[src/core/oneshot_pkg.sv]
// package for the one-shot reload timer: register map, field positions, states
// assumes a 32-bit APB register bus, one clock at 20 MHz
package oneshot_pkg;
    // ==============================
    // register byte offsets
    localparam logic [7:0] ctrl_addr = 8'h00;
    localparam logic [7:0] oneshot_addr = 8'h04;
    localparam logic [7:0] irq_addr = 8'h08;
    localparam logic [7:0] mode_addr = 8'h0c;
    localparam logic [7:0] prescale_addr = 8'h10;
    localparam logic [7:0] primary_addr = 8'h14;
    localparam logic [7:0] stat_addr = 8'h18;
    localparam logic [7:0] stat_clr_addr = 8'h1c;
    localparam logic [7:0] stat_en_addr = 8'h20;
    // ==============================
    // field positions
    localparam int start_pos = 0;
    localparam int running_pos = 1;
    localparam int stop_pos = 2;
    localparam int pulse_start_pos = 0;
    localparam int pulse_active_pos = 2;
    localparam int irq_req_pos = 6;
    localparam int irq_en_pos = 7;
    localparam int mode_lo_pos = 0;
    localparam int mode_hi_pos = 1;
    localparam int cnt16_pos = 2;
    localparam logic [1:0] mode_oneshot = 2'h2;
    localparam logic [7:0] reload_reset = 8'hff;
    localparam int n_events = 2;
    localparam int ev_underflow = 0;
    localparam int ev_pulse_start = 1;
    // ==============================
    typedef enum logic [1:0] {st_idle, st_wait, st_pulse} shot_e;
    typedef struct packed {
        logic start;
        logic stop;
        logic shot;
    } strobes_s;
endpackage

[src/core/oneshot_timer.sv]
// one-shot reload timer control, status, counter and interrupt over APB
// assumes count_tick is a one-cycle pulse synchronous to pclk
//
// Chosen here: the register addresses and register access over APB.
`timescale 1ns/1ps
`default_nettype none
// Behaviour
// A read-only flag reports whether the count is stopped or running.
// A read-only flag reports the one-shot as operating from trigger through wait and pulse.
// Writing 1 to the one-shot start bit starts the one-shot count and the bit reads 0.
// Software polls the one-shot flag until stopped before issuing a new start.
// The request flag is read and write, and writing 0 clears it to no request.
// Writing 1 to the count start bit enables counting and the running flag follows.
// Writing 1 to the forced-stop bit halts the count at once and the bit reads 0.
// The two-bit mode field at binary 10 selects one-shot generation mode.
// In 8-bit mode the primary counter steps on prescaler underflow, the prescaler on ticks.
// At the pulse end the request flag sets, the output goes inactive, the one-shot flag clears.
module oneshot_timer (
    input wire logic pclk,
    input wire logic presetn,
    input wire logic clk_en,
    input wire logic psel,
    input wire logic penable,
    input wire logic pwrite,
    input wire logic [7:0] paddr,
    input wire logic [31:0] pwdata,
    output logic [31:0] prdata,
    output logic pready,
    output logic pslverr,
    input wire logic count_tick,
    output logic pulse_output_pin,
    output logic underflow_pulse,
    output logic irq
);
    // ==============================
    // bus decode
    logic wr, rd;
    oneshot_pkg::strobes_s stb;
    assign pready = 1'b1;
    assign wr = psel & penable & pwrite & clk_en;
    assign rd = psel & penable & ~pwrite;

    function automatic logic hit(input logic [7:0] a, input logic [7:0] r);
        hit = (a == r);
    endfunction

    function automatic logic mapped(input logic [7:0] a);
        mapped = hit(a, oneshot_pkg::ctrl_addr) | hit(a, oneshot_pkg::oneshot_addr)
            | hit(a, oneshot_pkg::irq_addr) | hit(a, oneshot_pkg::mode_addr)
            | hit(a, oneshot_pkg::prescale_addr) | hit(a, oneshot_pkg::primary_addr)
            | hit(a, oneshot_pkg::stat_addr) | hit(a, oneshot_pkg::stat_clr_addr)
            | hit(a, oneshot_pkg::stat_en_addr);
    endfunction

    assign pslverr = psel & penable & ~mapped(paddr);
    assign stb.start = wr & hit(paddr, oneshot_pkg::ctrl_addr) & pwdata[oneshot_pkg::start_pos];
    assign stb.stop = wr & hit(paddr, oneshot_pkg::ctrl_addr) & pwdata[oneshot_pkg::stop_pos];
    assign stb.shot = wr & hit(paddr, oneshot_pkg::oneshot_addr)
        & pwdata[oneshot_pkg::pulse_start_pos];

    // ==============================
    // state
    logic run_en_q, run_en_d, irq_req_q, irq_req_d, irq_en_q, irq_en_d;
    logic cnt16_q, cnt16_d, out_q, out_d, ufl_q, ufl_d;
    logic [1:0] mode_q, mode_d;
    logic [7:0] pre_rel_q, pre_rel_d, pri_rel_q, pri_rel_d;
    logic [7:0] pre_q, pre_d, pri_q, pri_d;
    logic [1:0] stat_q, stat_d, sten_q, sten_d;
    logic [31:0] rdata_d;
    oneshot_pkg::shot_e shot_q, shot_d;
    logic oneshot_mode, running, pre_uf, pri_uf, pulse_end, shot_go;
    logic [15:0] cnt16_val;
    logic [1:0] ev;

    assign oneshot_mode = (mode_q == oneshot_pkg::mode_oneshot);
    assign running = run_en_q;
    assign shot_go = stb.shot & run_en_q & oneshot_mode & (shot_q == oneshot_pkg::st_idle);
    // 16-bit mode: primary is the high byte, prescaler the low byte
    assign cnt16_val = {pri_q, pre_q};
    // 8-bit: prescaler steps down on each tick and reloads on its underflow, primary steps on that underflow
    assign pre_uf = count_tick & (pre_q == 8'h00);
    assign pri_uf = cnt16_q ? (count_tick & (cnt16_val == 16'h0000))
        : (pre_uf & (pri_q == 8'h00));
    // a forced stop in the final tick wins: no underflow event, no request
    assign pulse_end = (shot_q == oneshot_pkg::st_pulse) & pri_uf & ~stb.stop;
    assign ev[oneshot_pkg::ev_underflow] = pulse_end;
    assign ev[oneshot_pkg::ev_pulse_start] = shot_go;

    always_comb begin
        run_en_d = run_en_q;
        mode_d = mode_q;
        cnt16_d = cnt16_q;
        pre_rel_d = pre_rel_q;
        pri_rel_d = pri_rel_q;
        irq_en_d = irq_en_q;
        irq_req_d = irq_req_q;
        sten_d = sten_q;
        pre_d = pre_q;
        pri_d = pri_q;
        shot_d = shot_q;
        out_d = out_q;
        ufl_d = 1'b0;
        if (stb.start) begin
            run_en_d = 1'b1;
        end
        if (wr & hit(paddr, oneshot_pkg::ctrl_addr) & ~pwdata[oneshot_pkg::start_pos]) begin
            run_en_d = 1'b0;
        end
        if (stb.stop) begin
            run_en_d = 1'b0;
        end
        if (wr & hit(paddr, oneshot_pkg::mode_addr)) begin
            mode_d = pwdata[oneshot_pkg::mode_hi_pos:oneshot_pkg::mode_lo_pos];
            cnt16_d = pwdata[oneshot_pkg::cnt16_pos];
        end
        if (wr & hit(paddr, oneshot_pkg::prescale_addr)) begin
            pre_rel_d = pwdata[7:0];
        end
        if (wr & hit(paddr, oneshot_pkg::primary_addr)) begin
            pri_rel_d = pwdata[7:0];
        end
        if (wr & hit(paddr, oneshot_pkg::irq_addr)) begin
            irq_en_d = pwdata[oneshot_pkg::irq_en_pos];
            if (!pwdata[oneshot_pkg::irq_req_pos]) begin
                irq_req_d = 1'b0;
            end
        end
        if (wr & hit(paddr, oneshot_pkg::stat_en_addr)) begin
            sten_d = pwdata[1:0];
        end
        // one-shot sequencer; a trigger waits one cycle while counters reload
        case (shot_q)
            oneshot_pkg::st_idle: begin
                if (shot_go) begin
                    shot_d = oneshot_pkg::st_wait;
                    pre_d = pre_rel_q;
                    pri_d = pri_rel_q;
                end
            end
            oneshot_pkg::st_wait: begin
                shot_d = oneshot_pkg::st_pulse;
                out_d = 1'b1;
            end
            oneshot_pkg::st_pulse: begin
                if (count_tick) begin
                    // as the low byte of the 16-bit count the prescaler borrows through ff
                    if (cnt16_q) begin
                        pre_d = pre_q - 8'h01;
                    end else begin
                        pre_d = pre_uf ? pre_rel_q : pre_q - 8'h01;
                    end
                    if (cnt16_q) begin
                        pri_d = (pre_q == 8'h00) ? pri_q - 8'h01 : pri_q;
                    end else if (pre_uf) begin
                        pri_d = pri_q - 8'h01;
                    end
                end
                if (pulse_end) begin
                    shot_d = oneshot_pkg::st_idle;
                    out_d = 1'b0;
                    ufl_d = 1'b1;
                    irq_req_d = 1'b1;
                end
            end
            default: begin
                shot_d = oneshot_pkg::st_idle;
            end
        endcase
        // forced stop aborts the shot, output back to inactive
        if (stb.stop | ~run_en_q) begin
            shot_d = oneshot_pkg::st_idle;
            out_d = 1'b0;
        end
    end

    // sticky status: set wins over the clear written the same cycle
    always_comb begin
        stat_d = stat_q;
        if (wr & hit(paddr, oneshot_pkg::stat_clr_addr)) begin
            stat_d = stat_q & ~pwdata[1:0];
        end
        stat_d = stat_d | ev;
    end

    always_comb begin
        rdata_d = 32'h0000_0000;
        if (rd) begin
            case (paddr)
                oneshot_pkg::ctrl_addr: rdata_d[oneshot_pkg::running_pos] = running;
                oneshot_pkg::oneshot_addr: begin
                    rdata_d[oneshot_pkg::pulse_active_pos] =
                        (shot_q != oneshot_pkg::st_idle);
                end
                oneshot_pkg::irq_addr: begin
                    rdata_d[oneshot_pkg::irq_req_pos] = irq_req_q;
                    rdata_d[oneshot_pkg::irq_en_pos] = irq_en_q;
                end
                oneshot_pkg::mode_addr: rdata_d[2:0] = {cnt16_q, mode_q};
                oneshot_pkg::prescale_addr: rdata_d[7:0] = pre_rel_q;
                oneshot_pkg::primary_addr: rdata_d[7:0] = pri_rel_q;
                oneshot_pkg::stat_addr: rdata_d[1:0] = stat_q;
                oneshot_pkg::stat_en_addr: rdata_d[1:0] = sten_q;
                default: rdata_d = 32'h0000_0000;
            endcase
        end
    end

    // read data is combinational from current state so it is valid in the access cycle
    assign prdata = rdata_d;
    assign pulse_output_pin = out_q;
    assign underflow_pulse = ufl_q;
    assign irq = (|(stat_q & sten_q)) | (irq_req_q & irq_en_q);

    // ==============================
    // registers
    always_ff @(posedge pclk or negedge presetn) begin
        if (!presetn) begin
            run_en_q <= 1'b0;
            mode_q <= 2'h0;
            cnt16_q <= 1'b0;
            pre_rel_q <= oneshot_pkg::reload_reset;
            pri_rel_q <= oneshot_pkg::reload_reset;
            irq_en_q <= 1'b0;
            irq_req_q <= 1'b0;
            sten_q <= 2'h0;
            stat_q <= 2'h0;
            pre_q <= oneshot_pkg::reload_reset;
            pri_q <= oneshot_pkg::reload_reset;
            shot_q <= oneshot_pkg::st_idle;
            out_q <= 1'b0;
            ufl_q <= 1'b0;
        end else if (clk_en) begin
            run_en_q <= run_en_d;
            mode_q <= mode_d;
            cnt16_q <= cnt16_d;
            pre_rel_q <= pre_rel_d;
            pri_rel_q <= pri_rel_d;
            irq_en_q <= irq_en_d;
            irq_req_q <= irq_req_d;
            sten_q <= sten_d;
            stat_q <= stat_d;
            pre_q <= pre_d;
            pri_q <= pri_d;
            shot_q <= shot_d;
            out_q <= out_d;
            ufl_q <= ufl_d;
        end
    end

    // ==============================
    // checks
    a_start_sets_run: assert property (@(posedge pclk) disable iff (!presetn)
        (stb.start & ~stb.stop & clk_en) |=> running) else $error("start lost");
    a_stop_halts: assert property (@(posedge pclk) disable iff (!presetn)
        (stb.stop & clk_en) |=> (~running & (shot_q == oneshot_pkg::st_idle)))
        else $error("stop ignored");
    a_shot_enters_wait: assert property (@(posedge pclk) disable iff (!presetn)
        (shot_go & clk_en) |=> (shot_q == oneshot_pkg::st_wait)) else $error("no shot");
    a_shot_needs_mode: assert property (@(posedge pclk) disable iff (!presetn)
        ($rose(shot_q == oneshot_pkg::st_wait)) |-> $past(oneshot_mode))
        else $error("shot outside mode");
    a_end_sets_req: assert property (@(posedge pclk) disable iff (!presetn)
        (pulse_end & clk_en) |=> (irq_req_q & ~pulse_output_pin
        & (shot_q == oneshot_pkg::st_idle))) else $error("pulse end wrong");
    a_clear_req: assert property (@(posedge pclk) disable iff (!presetn)
        (wr & hit(paddr, oneshot_pkg::irq_addr) & ~pwdata[oneshot_pkg::irq_req_pos]
        & ~pulse_end) |=> ~irq_req_q) else $error("clear failed");
    a_out_in_pulse: assert property (@(posedge pclk) disable iff (!presetn)
        pulse_output_pin |-> (shot_q == oneshot_pkg::st_pulse)) else $error("stray out");
    a_pre_reload: assert property (@(posedge pclk) disable iff (!presetn)
        (clk_en & ~cnt16_q & pre_uf & (shot_q == oneshot_pkg::st_pulse) & ~pulse_end
        & ~stb.stop & run_en_q) |=> (pre_q == $past(pre_rel_q)
        && pri_q == $past(pri_q) - 8'h01)) else $error("prescale chain");
    a_start_reads_zero: assert property (@(posedge pclk) disable iff (!presetn)
        (rd & hit(paddr, oneshot_pkg::oneshot_addr)) |-> ~prdata[oneshot_pkg::pulse_start_pos])
        else $error("start bit read");
    // ==============================
    // read-back, sequencing, chain, decode and freeze checks
    a_stop_reads_zero: assert property (@(posedge pclk) disable iff (!presetn)
        (rd & hit(paddr, oneshot_pkg::ctrl_addr)) |-> ~prdata[oneshot_pkg::stop_pos])
        else $error("stop bit read");
    a_zero_write_stops: assert property (@(posedge pclk) disable iff (!presetn)
        (wr & hit(paddr, oneshot_pkg::ctrl_addr) & ~pwdata[oneshot_pkg::start_pos])
        |=> ~running) else $error("count kept running");
    a_wait_to_pulse: assert property (@(posedge pclk) disable iff (!presetn)
        ((shot_q == oneshot_pkg::st_wait) & clk_en & ~stb.stop & run_en_q)
        |=> ((shot_q == oneshot_pkg::st_pulse) & pulse_output_pin)) else $error("wait stuck");
    a_flag_holds: assert property (@(posedge pclk) disable iff (!presetn)
        ((shot_q != oneshot_pkg::st_idle) & clk_en & ~pulse_end & ~stb.stop & run_en_q)
        |=> (shot_q != oneshot_pkg::st_idle)) else $error("one-shot dropped early");
    a_wide_borrow: assert property (@(posedge pclk) disable iff (!presetn)
        (clk_en & cnt16_q & pre_uf & (shot_q == oneshot_pkg::st_pulse) & ~pulse_end
        & ~stb.stop & run_en_q) |=> (pre_q == 8'hff && pri_q == $past(pri_q) - 8'h01))
        else $error("16-bit chain");
    a_ufl_single: assert property (@(posedge pclk) disable iff (!presetn)
        (underflow_pulse & clk_en) |=> ~underflow_pulse) else $error("long underflow");
    a_ufl_flags: assert property (@(posedge pclk) disable iff (!presetn)
        underflow_pulse |-> (irq_req_q & stat_q[oneshot_pkg::ev_underflow]))
        else $error("underflow without flags");
    a_start_event: assert property (@(posedge pclk) disable iff (!presetn)
        (shot_go & clk_en) |=> stat_q[oneshot_pkg::ev_pulse_start]) else $error("no start event");
    a_unmapped_zero: assert property (@(posedge pclk) disable iff (!presetn)
        (rd & ~mapped(paddr)) |-> (pslverr && prdata == 32'h0000_0000))
        else $error("unmapped read data");
    a_freeze_state: assert property (@(posedge pclk) disable iff (!presetn)
        ~clk_en |=> ($stable(shot_q) && $stable(run_en_q) && $stable(irq_req_q)
        && $stable(stat_q) && $stable(pre_rel_q))) else $error("state moved while frozen");
endmodule
`default_nettype wire

[config.mk]
export PLATFORM = sky130hd
export DESIGN_NAME = oneshot_timer
export DESIGN_NICKNAME = d
export VERILOG_FILES = /design/src/core/oneshot_pkg.sv /design/src/core/oneshot_timer.sv
export SDC_FILE = /design/constraint.sdc
export NUM_CORES = 1
export LEC_CHECK = 0
export ABC_AREA = 1
export BUFFER_PORTS_ARGS = -buffer_cell sky130_fd_sc_hd__clkbuf_2
export CAP_MARGIN = 40
export CORE_MARGIN = 2
export CORE_UTILIZATION = 30
export CTS_BUF_LIST = sky130_fd_sc_hd__clkbuf_4
export DETAILED_ROUTE_END_ITERATION = 12
export SYNTH_ARGS = -nofsm -noshare
export SYNTH_HDL_FRONTEND = slang
export SYNTH_SLANG_ARGS = --single-unit
[constraint.sdc]
create_clock -name pclk -period 3.6 [get_ports pclk]
set_input_delay 0 -clock pclk [delete_from_list [all_inputs] [get_ports pclk]]
set_output_delay 0 -clock pclk [all_outputs]
set_load 0.03 [all_outputs]
=== After elaboration in Yosys (flattened, before gate mapping) ===
Cells that the tools add are included.

* Register bits: 46
* Output and inout port bits: 37
* Input port bits: 47
* Word-level logic and storage cells: 133

* Equal/unequal tests: 17
* Add/subtract/negate cells: 2
* Bitwise logic cells: 45
* Reductions and logical operators: 20
* Muxes and demuxes: 35

{| class="wikitable"
|+ Operators with widths
! operator !! count
|-
| $mux 8 || 10
|-
| $eq 8x5->1 const B || 4
|-
| $pmux 8 s2 || 2
|-
| $and 1x1->1 || 26
|-
| $logic_not 8->1 || 3
|-
| $eq 8x4->1 const B || 2
|-
| $logic_not 16->1 || 1
|-
| $sub 8x1->8 const B || 2
|-
| $mux 1 || 12
|-
| $pmux 2 s3 || 2
|-
| $reduce_and 2->1 || 6
|-
| $or 1x1->1 || 10
|-
| $eq 8x3->1 const B || 1
|-
| $eq 8x6->1 const B || 1
|-
| $mux 2 || 4
|-
| $ne 3x2->1 const B || 2
|-
| $ne 3x3->1 const B || 2
|-
| $pmux 1 s6 || 1
|-
| $pmux 3 s2 || 1
|-
| $reduce_and 3->1 || 2
|-
| $reduce_and 6->1 || 1
|-
| $reduce_bool 3->1 || 2
|-
| $not 1->1 || 5
|-
| $pmux 1 s5 || 1
|-
| 12 further kinds || 16
|}

=== Longest topological paths before layout ===
Gate-level depths: netlist (run 1).

* Depth in word-level cells: 11
* Depth in mapped cells: 12
* Gate-level depth less buffers: 11

=== Worst setup path after synthesis (run 1) ===
OpenSTA, ideal clock, no wires.

* Kind: reg2reg
* Start point: register pre_q[0]
* End point: register pri_q[7]
* Path buffers: 1
* Clock period less this slack: 1.635 ns
* Data arrival time: 1.556 ns
* Stages on the path, launching flop included: 13
* Setup slack: 1.965 ns
* Cells stage by stage: dfstp_2 > inv_1 > ha_1 > inv_1 > nor2_2 > nand3_2 > o21ai_4 > inv_4 > nand2_4 > nand2_4 > buf_6 > nand2_1 > o21ai_1

* Cells in the longest elaborated chain, start to end: 4
* Elaborated cells between the ends (all ways): 5

{| class="wikitable"
|+ Ends and longest elaborated chain
! item !! line !! text
|-
| from (decl) || oneshot_timer.sv:67 || <nowiki>logic [7:0] pre_q, pre_d, pri_q, pri_d;</nowiki>
|-
| from (signal assigned) || oneshot_timer.sv:227 || <nowiki>pre_q <= oneshot_pkg::reload_reset;</nowiki>
|-
| from (signal assigned) || oneshot_timer.sv:242 || <nowiki>pre_q <= pre_d;</nowiki>
|-
| $logic_not 8->1 (*) || oneshot_timer.sv:81, oneshot_timer.sv:153 ||
|-
| $and 1x1->1 || oneshot_timer.sv:81 || <nowiki>assign pre_uf = count_tick & (pre_q == 8'h00);</nowiki>
|-
| $ne 3x3->1 (no source line) || n/a ||
|-
| $reduce_and 6->1 (no source line) (*) || n/a ||
|-
| to (signal assigned) || oneshot_timer.sv:228 || <nowiki>pri_q <= oneshot_pkg::reload_reset;</nowiki>
|-
| to (signal assigned) || oneshot_timer.sv:243 || <nowiki>pri_q <= pri_d;</nowiki>
|-
| to (decl) || oneshot_timer.sv:67 ||
|}

Mark *: on every way between the ends. The rest lies on a longest branch, timed or not.
A chain may end at the register's enable or synchronous reset.

=== Worst setup path after layout (run 1) ===
* Start point: register shot_q[0]
* End point: register pri_q[3]

* Cells in the longest elaborated chain, start to end: 4
* Elaborated cells between the ends (all ways): 10

{| class="wikitable"
|+ Ends and longest elaborated chain
! item !! line !! text
|-
| from (decl) || oneshot_timer.sv:70 || <nowiki>oneshot_pkg::shot_e shot_q, shot_d;</nowiki>
|-
| from (signal assigned) || oneshot_timer.sv:229 || <nowiki>shot_q <= oneshot_pkg::st_idle;</nowiki>
|-
| from (signal assigned) || oneshot_timer.sv:244 || <nowiki>shot_q <= shot_d;</nowiki>
|-
| $logic_not 2->1 || oneshot_timer.sv:77, oneshot_timer.sv:132 ||
|-
| $and 1x1->1 || oneshot_timer.sv:77 || <nowiki>assign shot_go = stb.shot & run_en_q & oneshot_mode & (shot_q == oneshot_pkg::st_idle);</nowiki>
|-
| $ne 2x2->1 (no source line) || n/a ||
|-
| $reduce_and 6->1 (no source line) || n/a ||
|}

Several ways; a longest one is shown, not always the timed one.

==> reports/results.ini, run 1 <==
[timing]
clock_skew_ps = 17.2
slew_viol_final = 0
hold_slack_ps = 24.6
final.period_utilization_pct = 52.0
fin_ws_ps = 1730
fmax_mhz = 534
max_slew_margin_pct = 52.9
period_needed_ps = 1870
worstMarginPinSlew_ps = 699
timing.setup.tns_ps = 0
rsz0062_at_grt = false
setup_viol = 0
final_hold_viol_count = 0

[finish]
fillers = 1064
final_common_cell = nand2_1
postLayoutCoreUtil_pct = 35.0
design_area_um2 = 3420
area_growth_pct = 13.4
final_cell_mix = nand2_1, inv_1, o21ai_0
layout.nets = 506
drive_gt1_share_pct = 23.5
antenna_cells = 0

[clock_tree]
cts_buffers = 5
clock_path_buffers = 2
clock_sinks = 46
cts.root.buffer_cell = clkbuf_4
clk_pin_slew_worst_paths_ps = 150
clock_latency_ps = 370
cts_max_level = 2
cts_tree = done
post_cts_buffers = 0

[worst_setup_path]
crit_buf_inv = 2
cp.required_ps = 3900
rrSetupSlack_ps = 1730
crit_chain = inv_2 -> nand2_2 -> o21ai_1 -> inv_1 -> nand2_2 -> a21oi_4 -> nand2_4 -> nand2_1 -> o21ai_2
slowest_delay_ps = 460
cp-end-kind = flip-flop
critPathMostFrequentCell = nand2_2
crit_arrival_ps = 2170
critPathLaunch = shot_q[0]
startpoint_type = flip-flop
slowest_stage = dfrtp_1
cp_max_fo = 18
crit_type = flip-flop to flip-flop
path_delay_family = simple AND/OR/NAND/NOR gates
r2r-start = shot_q[0]

[power]
clkPwrFrac_pct = 39.1
p_leak_nw = 1.57
p_int_mw = 0.761
sequentialPowerShare_pct = 51.8
switching_share_pct = 24.7
irDropWorstVdd_uv = 149
p_comb_share_pct = 9.1
p_per_area_nw_per_um2 = 295
p_sw_mw = 0.250

[placed_design]
place_area_um2 = 3230
place_hpwl_um = 5430
io_buffers = 34
post-place-ws_ps = 1740
finalWeightedCongestion = 0.814

[yosys]
synth_cell_type_count = 38
synth_top_flop_cell = dfstp_2
ys_top_cells_by_area = dfstp_2, nand2_1, dfrtp_1
ys_seq_area_share_pct = 39.4
synth_top_area_cell = dfstp_2
synth-edff-count = 0
yosys_warnings = 0
syn_inst = 411
syn_avg_cell_area_um2 = 7.35
ys_seq_elements = 46
syn_area_um2 = 3020
ys_async_sr_fraction_pct = 100
synth_top_area_share_pct = 27.8

[floorplan]
coreArea_um2 = 9770
die_h_um = 104
start_util_pct = 30.9
die_x_um = 104
die-area_um2 = 10900
io-pin-count = 84
row_count = 36

[global_routing]
antenna_found_initial = 0
grt_usage_pct = 13.2
grt-ovfl-total = 0
grt_pass1_wl_um = 11900
grt_pass1_vias = 2510
grt_start_max_net_pins = 30

[detailed_routing]
vias_per_cell = 4.46
routed_wl_um = 6920
dr_total_vias = 2626
detail-route-antenna-nets = 0
dr.pass1.iters = 4
drt_iter0_drc = 130
drc = 0
wl_per_cell_um = 11.7

[worst_hold_path]
holdCritStartpoint = pwdata[0]
hp-class = input pin to flip-flop

[outcome]
status = complete, no violations

[run]
max_cap_violations = 0

synthesized netlist by cell type (all sizes together), types with 3 or more instances:
master and count:
a31oi 3, buf 28, o22ai 3, a21oi 10
dfrtp 14, nand3 26, xor2 6, inv 50
o21ai 47, nand2 128, dfstp 32, nor2 37
nand4 4, nor3 3, ha 4, o31ai 3
sequential cells by signal (all words and copies together), names as in the netlist:
signal,count
pulse_output_pin,1
pri_rel_q,8
irq_req_q,1
sten_q,2
stat_q,2
run_en_q,1
pre_rel_q,8
irq_en_q,1
mode_q,2
pre_q,8
underflow_pulse,1
shot_q,2
pri_q,8
cnt16_q,1
kinds of logic after synthesis:
group,synth area share (%)
buffers and inverters,14.0
muxes,0.663
DFF,39.4
other,0.249
and+or+nand+nor,28.9
xor gates and xnor gates,1.74
AOI/OAI and AO/OA,13.4
adders and majority gates,1.66
worst paths after layout:
path	endpoint	cells past startpoint
min in group asynchronous	pri_rel_q[4]	2
max in group asynchronous	pre_q[7]	3
hold / removal	pre_rel_q[0]	3
hold reg to reg	pri_q[5]	2
setup reg to reg	pri_q[3]	9
setup / recovery	pri_q[3]	9
routing by layer:
metal	up-vias	global-route usage [%]	routed length, µm
met3	7	2.26	269
met5	-	0	0
li1	1354	-	-
met2	64	21.6	3130
met1	1201	18.2	3460
met4	0	2.70	61
worst reg2reg max path, stage by stage (launching register included):
cell and delay (ps):
dfrtp_1 460, inv_2 80, nand2_2 270, o21ai_1 90, inv_1 70, nand2_2 60, a21oi_4 400, nand2_4 210
nand2_1 120, o21ai_2 50
metrics by stage:
stage | cells | total power, mW
6_report | 589 | 1.01
2_1_floorplan | 434 | 0.605
5_1_grt | 589 | 1.05
3_3_place_gp | 572 | 0.617
3_5_place_dp | 572 | 0.617
4_1_cts | 589 | 1.02
power by group through the flow:
stage / clock network [mW] / registers (mW) / logic (mW)
2_1_floorplan: 0 / 0.531 / 0.0735
3_3_place_gp: 0 / 0.532 / 0.0848
3_5_place_dp: 0 / 0.532 / 0.0853
4_1_cts: 0.403 / 0.524 / 0.0931
5_1_grt: 0.426 / 0.525 / 0.101
6_report: 0.395 / 0.524 / 0.0922
timing repair:
action                                  in CTS  in global routing
hold buffers                                 9                  0
endpoints found under the setup margin       0                  0
endpoints found under the hold margin       40                  0
resized for setup                            0                  0
final cells by class:
class | count | area, µm² | area share, %
Clock buffer | 5 | 37.5 | 1.10
Clock inverter | 3 | 68.8 | 2.01
Sequential cell | 46 | 1190 | 34.8
Tap cell | 133 | 166 | 4.86
Multi-Input combinational cell | 306 | 1490 | 43.6
Inverter | 52 | 199 | 5.81
Timing Repair Buffer | 44 | 268 | 7.82
(Power assumes the default switching activity.)
==> inputs of run 2 (changes only) <==
clock period = 1.55 ns   (was 3.6 ns; I/O delays follow)
==> run 2 against run 1 <==
Effect of this change:
- the flow now finishes with violations (hold timing, setup timing)
- global-route usage is 0.79 points higher
- clock skew is 8.4 ps higher
- cell count is 4.1% higher
- largest cell class unchanged
- critical endpoint is now pre_q[7]
- worst hold slack worse by 25 ps
- sequential share of layout area is 2.9 points lower
==> reports/results.ini, run 2 (synthesis results as in run 1) <==
[outcome]
status = finished, violations left
violations = hold timing, setup timing

[worst_setup_path]
cp_max_fo = 5  ; -13
crit_arrival_ps = 1880  ; -290 ps
timing.rr.end = pre_q[7]
rrSetupSlack_ps = -20  ; -1750 ps
critPathLaunch = pre_q[1]
cp-endpoint = pre_q[7]
cp.required_ps = 1860  ; -2040 ps
cp-end-kind = flip-flop
startpoint_type = flip-flop
r2r_cells = 10  ; +1
crit_type = flip-flop to flip-flop
r2r-start = pre_q[1]

[power]
irDropWorstVdd_uv = 285  ; +91%
p_leak_nw = 1.69  ; +7.8%
p_per_area_nw_per_um2 = 545  ; +85%

[finish]
postLayoutCoreUtil_pct = 38.3  ; +3.3 points
layout.nets = 530  ; +4.7%
antenna_cells = 0  ; unchanged
seq_area_um2 = 1190  ; +0.21%
final_cell_mix = nand2_1, inv_1, dfstp_2
design_area_um2 = 3750  ; +9.4%
fillers = 1033  ; -2.9%
area_growth_pct = 24.0
final-instance-count-excl-fill = 613  ; +4.1%
final_common_cell = nand2_1
drive_gt1_share_pct = 34.6  ; +11 points
multiInputGateArea_um2 = 1640  ; +10%

[timing]
final_hold_viol_count = 1  ; +1
clock_skew_ps = 25.6  ; +8.43 ps
hold_slack_ps = -0.795  ; -25.4 ps
max_slew_margin_pct = 60.0  ; +7.1 points
timing.setup.tns_ps = -70.2  ; -70.2 ps
worstMarginPinSlew_ps = 600  ; -99.8 ps
slew_viol_final = 0  ; unchanged
setup_viol = 8  ; +8
rsz0062_at_grt = true
final.period_utilization_pct = 101  ; +49 points
fmax_mhz = 636  ; +19%
period_needed_ps = 1570  ; -301 ps
fin_ws_ps = -21.5  ; -1750 ps

[floorplan]
io-pin-count = 84  ; unchanged
start_util_pct = 30.9  ; unchanged
die-area_um2 = 10900  ; unchanged
coreArea_um2 = 9770  ; unchanged
row_count = 36  ; unchanged
die_h_um = 104  ; unchanged
die_x_um = 104  ; unchanged

[global_routing]
grt_usage_pct = 14.0  ; +0.79 points
grt_pass1_wl_um = 12400  ; +4.5%
grt_start_max_net_pins = 47  ; +57%
grt_pass1_vias = 2761  ; +10%
antenna_found_initial = 0  ; unchanged
grt-ovfl-total = 0  ; unchanged

[placed_design]
dp_cells = 591  ; +3.3%
finalWeightedCongestion = 0.829  ; +1.8%
io_buffers = 34  ; unchanged
place_area_um2 = 3380  ; +4.8%
place_hpwl_um = 5660  ; +4.4%

[detailed_routing]
dr_total_vias = 2800  ; +6.6%
routed_wl_um = 7590  ; +9.6%
detail-route-antenna-nets = 0  ; unchanged
wl_per_cell_um = 12.4  ; +5.3%
vias_per_cell = 4.57  ; +2.5%
drc = 0  ; unchanged
dr.pass1.iters = 4  ; unchanged
drt_iter0_drc = 148  ; +14%

[clock_tree]
cts_max_level = 2  ; unchanged
cts_tree = done
cts_buffers = 5  ; unchanged
clock_latency_ps = 390  ; +20 ps
clk_pin_slew_worst_paths_ps = 160  ; about the same
cts.root.buffer_cell = clkbuf_4
clock_path_buffers = 2  ; unchanged
clock_sinks = 46  ; unchanged

[run]
max_cap_violations = 0  ; unchanged

[worst_hold_path]
holdCritStartpoint = pwdata[0]
hp-class = input pin to flip-flop
whs_path_depth = 3  ; unchanged

run 2: cell type report:
type,count,area share [%]
multi-input cells,307,43.9
flip-flops and latches,46,31.9
repair buffers,67,13.0
inverters,52,5.31
well taps,133,4.44
clock buffers,6,1.20
clock inverters,2,0.267
run 2: metrics by stage:
stage | setup slack (ps) | hold WS, ps | total power [mW]
floorplan | -49.2 | -296 | 1.40
global placement | 23.2 | 125 | 1.44
detailed placement | -1.72 | 134 | 1.44
CTS | -4.04 | 6.02 | 2.05
global route | -112 | 10.1 | 2.15
finish | -21.5 | -0.795 | 2.04
run 2: how the worst min path moves through the flow:
stage | slack (ps) | end
global placement | 120 | sten_q[1]
floorplan | -300 | cnt16_q
finish | -0.8 | run_en_q
global route | 10 | run_en_q
detailed placement | 130 | sten_q[0]
CTS | 6 | run_en_q
run 2: critical path: stages (launching register included):
cell and delay, ps:
dfstp_2 400, inv_2 70, ha_4 130, inv_2 40, nor2_4 130, nand3_4 100
o21ai_4 200, inv_4 70, buf_12 130, o211ai_1 170, nand2_1 70
run 2: per-layer routing:
layer | up-vias | GRT usage (%) | share of wire [%]
li1 | 1398 | - | -
met1 | 1310 | 16.6 | 43
met2 | 77 | 25.1 | 51
met3 | 15 | 2.32 | 4.0
met4 | 0 | 5.02 | 2.1
met5 | - | 0 | 0
run 2: power breakdown:
part / total [mW] / switching (mW) / leakage [nW] / internal (mW)
logic: 0.222 / 0.167 / 1.13 / 0.0546
registers: 1.22 / 0.00464 / 0.523 / 1.21
clock network: 0.604 / 0.413 / 0.0354 / 0.191
run 2: repair_timing:
item                                    in CTS  in global routing
hold buffers                                 9                  0
endpoints found under the setup margin      12                 26
gates resized for setup                      5                 53
gates cloned                                 0                  1
hold endpoints to repair                    34                  0
buffers inserted                             0                  4
pin swaps                                    2                 24
==> inputs of run 3 (changes only) <==
CORE_UTILIZATION = 49   (was 30)
PLACE_DENSITY = 0.79   (was unset)
==> run 3 against run 2 <==
Effect of this change:
- the flow finishes with violations (setup timing)
- largest power group unchanged
- critical path depth is 1 lower
- power is 16% higher
- clock skew is 5.4 ps lower
- setup slack worse by 14 ps
- sequential share of layout area is 0.67 points higher
- register-to-register slack hardly changed
- flip-flop and latch count stayed put
- utilization is 23 points higher
==> reports/results.ini, run 3 (synthesis results as in run 1) <==
[outcome]
status = finished, violations left
violations = setup timing

[timing]
fmax_mhz = 631  ; -0.86%
final_hold_viol_count = 0  ; -1
slew_viol_final = 0  ; unchanged
hold_slack_ps = 20.3  ; +21.1 ps
fin_ws_ps = -35.2  ; -13.7 ps
max_slew_margin_pct = 62.1  ; +2.1 points
worstMarginPinSlew_ps = 568  ; -31.2 ps
final.period_utilization_pct = 102  ; +0.88 points
rsz0062_at_grt = true
clock_skew_ps = 20.2  ; -5.36 ps
period_needed_ps = 1590  ; +13.7 ps
setup_viol = 9  ; +1

[floorplan]
row_count = 28  ; -22%
die_h_um = 82.5  ; -21%
coreArea_um2 = 5960  ; -39%
die_x_um = 82.5  ; -21%
start_util_pct = 50.7  ; +20 points
die-area_um2 = 6810  ; -37%
io-pin-count = 84  ; unchanged

[global_routing]
grt-ovfl-total = 0  ; unchanged
grt_usage_pct = 21.7  ; +7.8 points
grt_pass1_wl_um = 11300  ; -9.0%
antenna_found_initial = 0  ; unchanged
grt_start_max_net_pins = 47  ; unchanged
grt_pass1_vias = 2489  ; -9.9%

[detailed_routing]
dr_total_vias = 2813  ; +0.46%
drt_iter0_drc = 180  ; +22%
routed_wl_um = 7180  ; -5.3%
detail-route-antenna-nets = 0  ; unchanged
wl_per_cell_um = 12.9  ; +4.6%
drc = 0  ; unchanged
vias_per_cell = 5.07  ; +11%
dr.pass1.iters = 5  ; +1

[finish]
final_common_cell = nand2_1
fillers = 533  ; -48%
seq_area_um2 = 1190  ; -0.10%
antenna_cells = 0  ; unchanged
final_cell_mix = nand2_1, inv_1, dfstp_2
layout.nets = 530  ; unchanged
area_growth_pct = 21.3
drive_gt1_share_pct = 33.1  ; -1.5 points
multiInputGateArea_um2 = 1600  ; -2.8%

[worst_setup_path]
cp-end-kind = flip-flop
crit_type = flip-flop to flip-flop
cp.required_ps = 1860  ; about the same
crit_arrival_ps = 1890  ; about the same
cp_max_fo = 5  ; unchanged
startpoint_type = flip-flop

[power]
p_per_area_nw_per_um2 = 645  ; +18%
total_power_mw = 2.36  ; +16%
p_leak_nw = 1.70  ; +0.85%
irDropWorstVdd_uv = 398  ; +40%

[clock_tree]
cts_tree = done
clock_sinks = 46  ; unchanged
cts_buffers = 5  ; unchanged
clock_path_buffers = 2  ; unchanged
clock_latency_ps = 370  ; -20 ps
cts_max_level = 2  ; unchanged
clk_pin_slew_worst_paths_ps = 160  ; about the same
cts.root.buffer_cell = clkbuf_4

[placed_design]
io_buffers = 34  ; unchanged
place_hpwl_um = 5210  ; -7.9%
finalWeightedCongestion = 0.923  ; +11%

[run]
max_cap_violations = 0  ; unchanged

[worst_hold_path]
hp-class = input pin to flip-flop

[run 3: cell types whose count changed in the layout (fill, tap and decap cells not counted), moves of 2 or more]
cell	before	now
buf_4	21	25
buf_6	4	2
bufinv_16	0	2
clkinv_2	3	1
inv_1	36	38
inv_2	13	11
nor2_2	6	8
o21ai_1	8	10
o21ai_2	9	7
o22ai_1	0	2
o22ai_2	3	1
[run 3: final timing paths]
path	start	to	slack, ps	depth (start not counted)
worst max-delay path	pre_q[0]	pre_q[0]	-40	9
worst min-delay path	pwdata[0]	pre_rel_q[0]	20	3
worst max register to register	pre_q[0]	pre_q[0]	-40	9
worst min register to register	pri_q[5]	pri_q[5]	490	2
max in group asynchronous	presetn	shot_q[0]	900	3
min in group asynchronous	presetn	run_en_q	250	3
[run 3: layout make-up]
| type | count | area share [%] |
|---|---|---|
| Multi-Input combinational cell | 306 | 43.6 |
| Sequential cell | 46 | 32.5 |
| Timing Repair Buffer | 68 | 13.0 |
| Inverter | 52 | 5.43 |
| Tap cell | 75 | 2.56 |
| Clock inverter | 3 | 1.88 |
| Clock buffer | 5 | 1.02 |
[run 3: power breakdown]
group	switching (mW)	leakage [nW]	internal, mW
logic	0.165	1.12	0.0548
clock network	0.423	0.0554	0.505
registers	0.00492	0.525	1.21
[run 3: stage by stage]
step | worst slack (ps) | cell area (µm²) | std cells | util, % | TNS [ps]
6_report | -35.2 | 3660 | 555 | 61.5 | -143
5_1_grt | -97.8 | 3660 | 555 | 61.5 | -1080
4_1_cts | 0.00644 | 3560 | 552 | 59.8 | 0
3_5_place_dp | -38.5 | 3280 | 531 | 55.1 | -143
3_3_place_gp | 10.2 | 3280 | 531 | 55.1 | 0
2_1_floorplan | -49.2 | 3110 | 434 | - | -328
[run 3: critical path, stage by stage (launching register included)]
cell	delay [ps]
dfstp_2	570
inv_2	50
ha_4	150
inv_2	70
nor2_4	40
nand3_4	80
o21ai_4	90
buf_4	170
o211ai_1	180
o21ai_1	130
[run 3: metal layers]
metal	vias to the layer above	wire length, µm	track usage, %
li1	1396	-	-
met1	1308	3150	29.4
met2	99	3540	36.6
met3	10	405	2.93
met4	0	92	5.90
met5	-	0	0
[run 3: timing repair]
action,in CTS,in global routing
hold buffers,9,0
endpoints found under the hold margin,35,0
resized for setup,9,38
buffers inserted,4,3
endpoints found under the setup margin,15,23
pin swaps,8,19
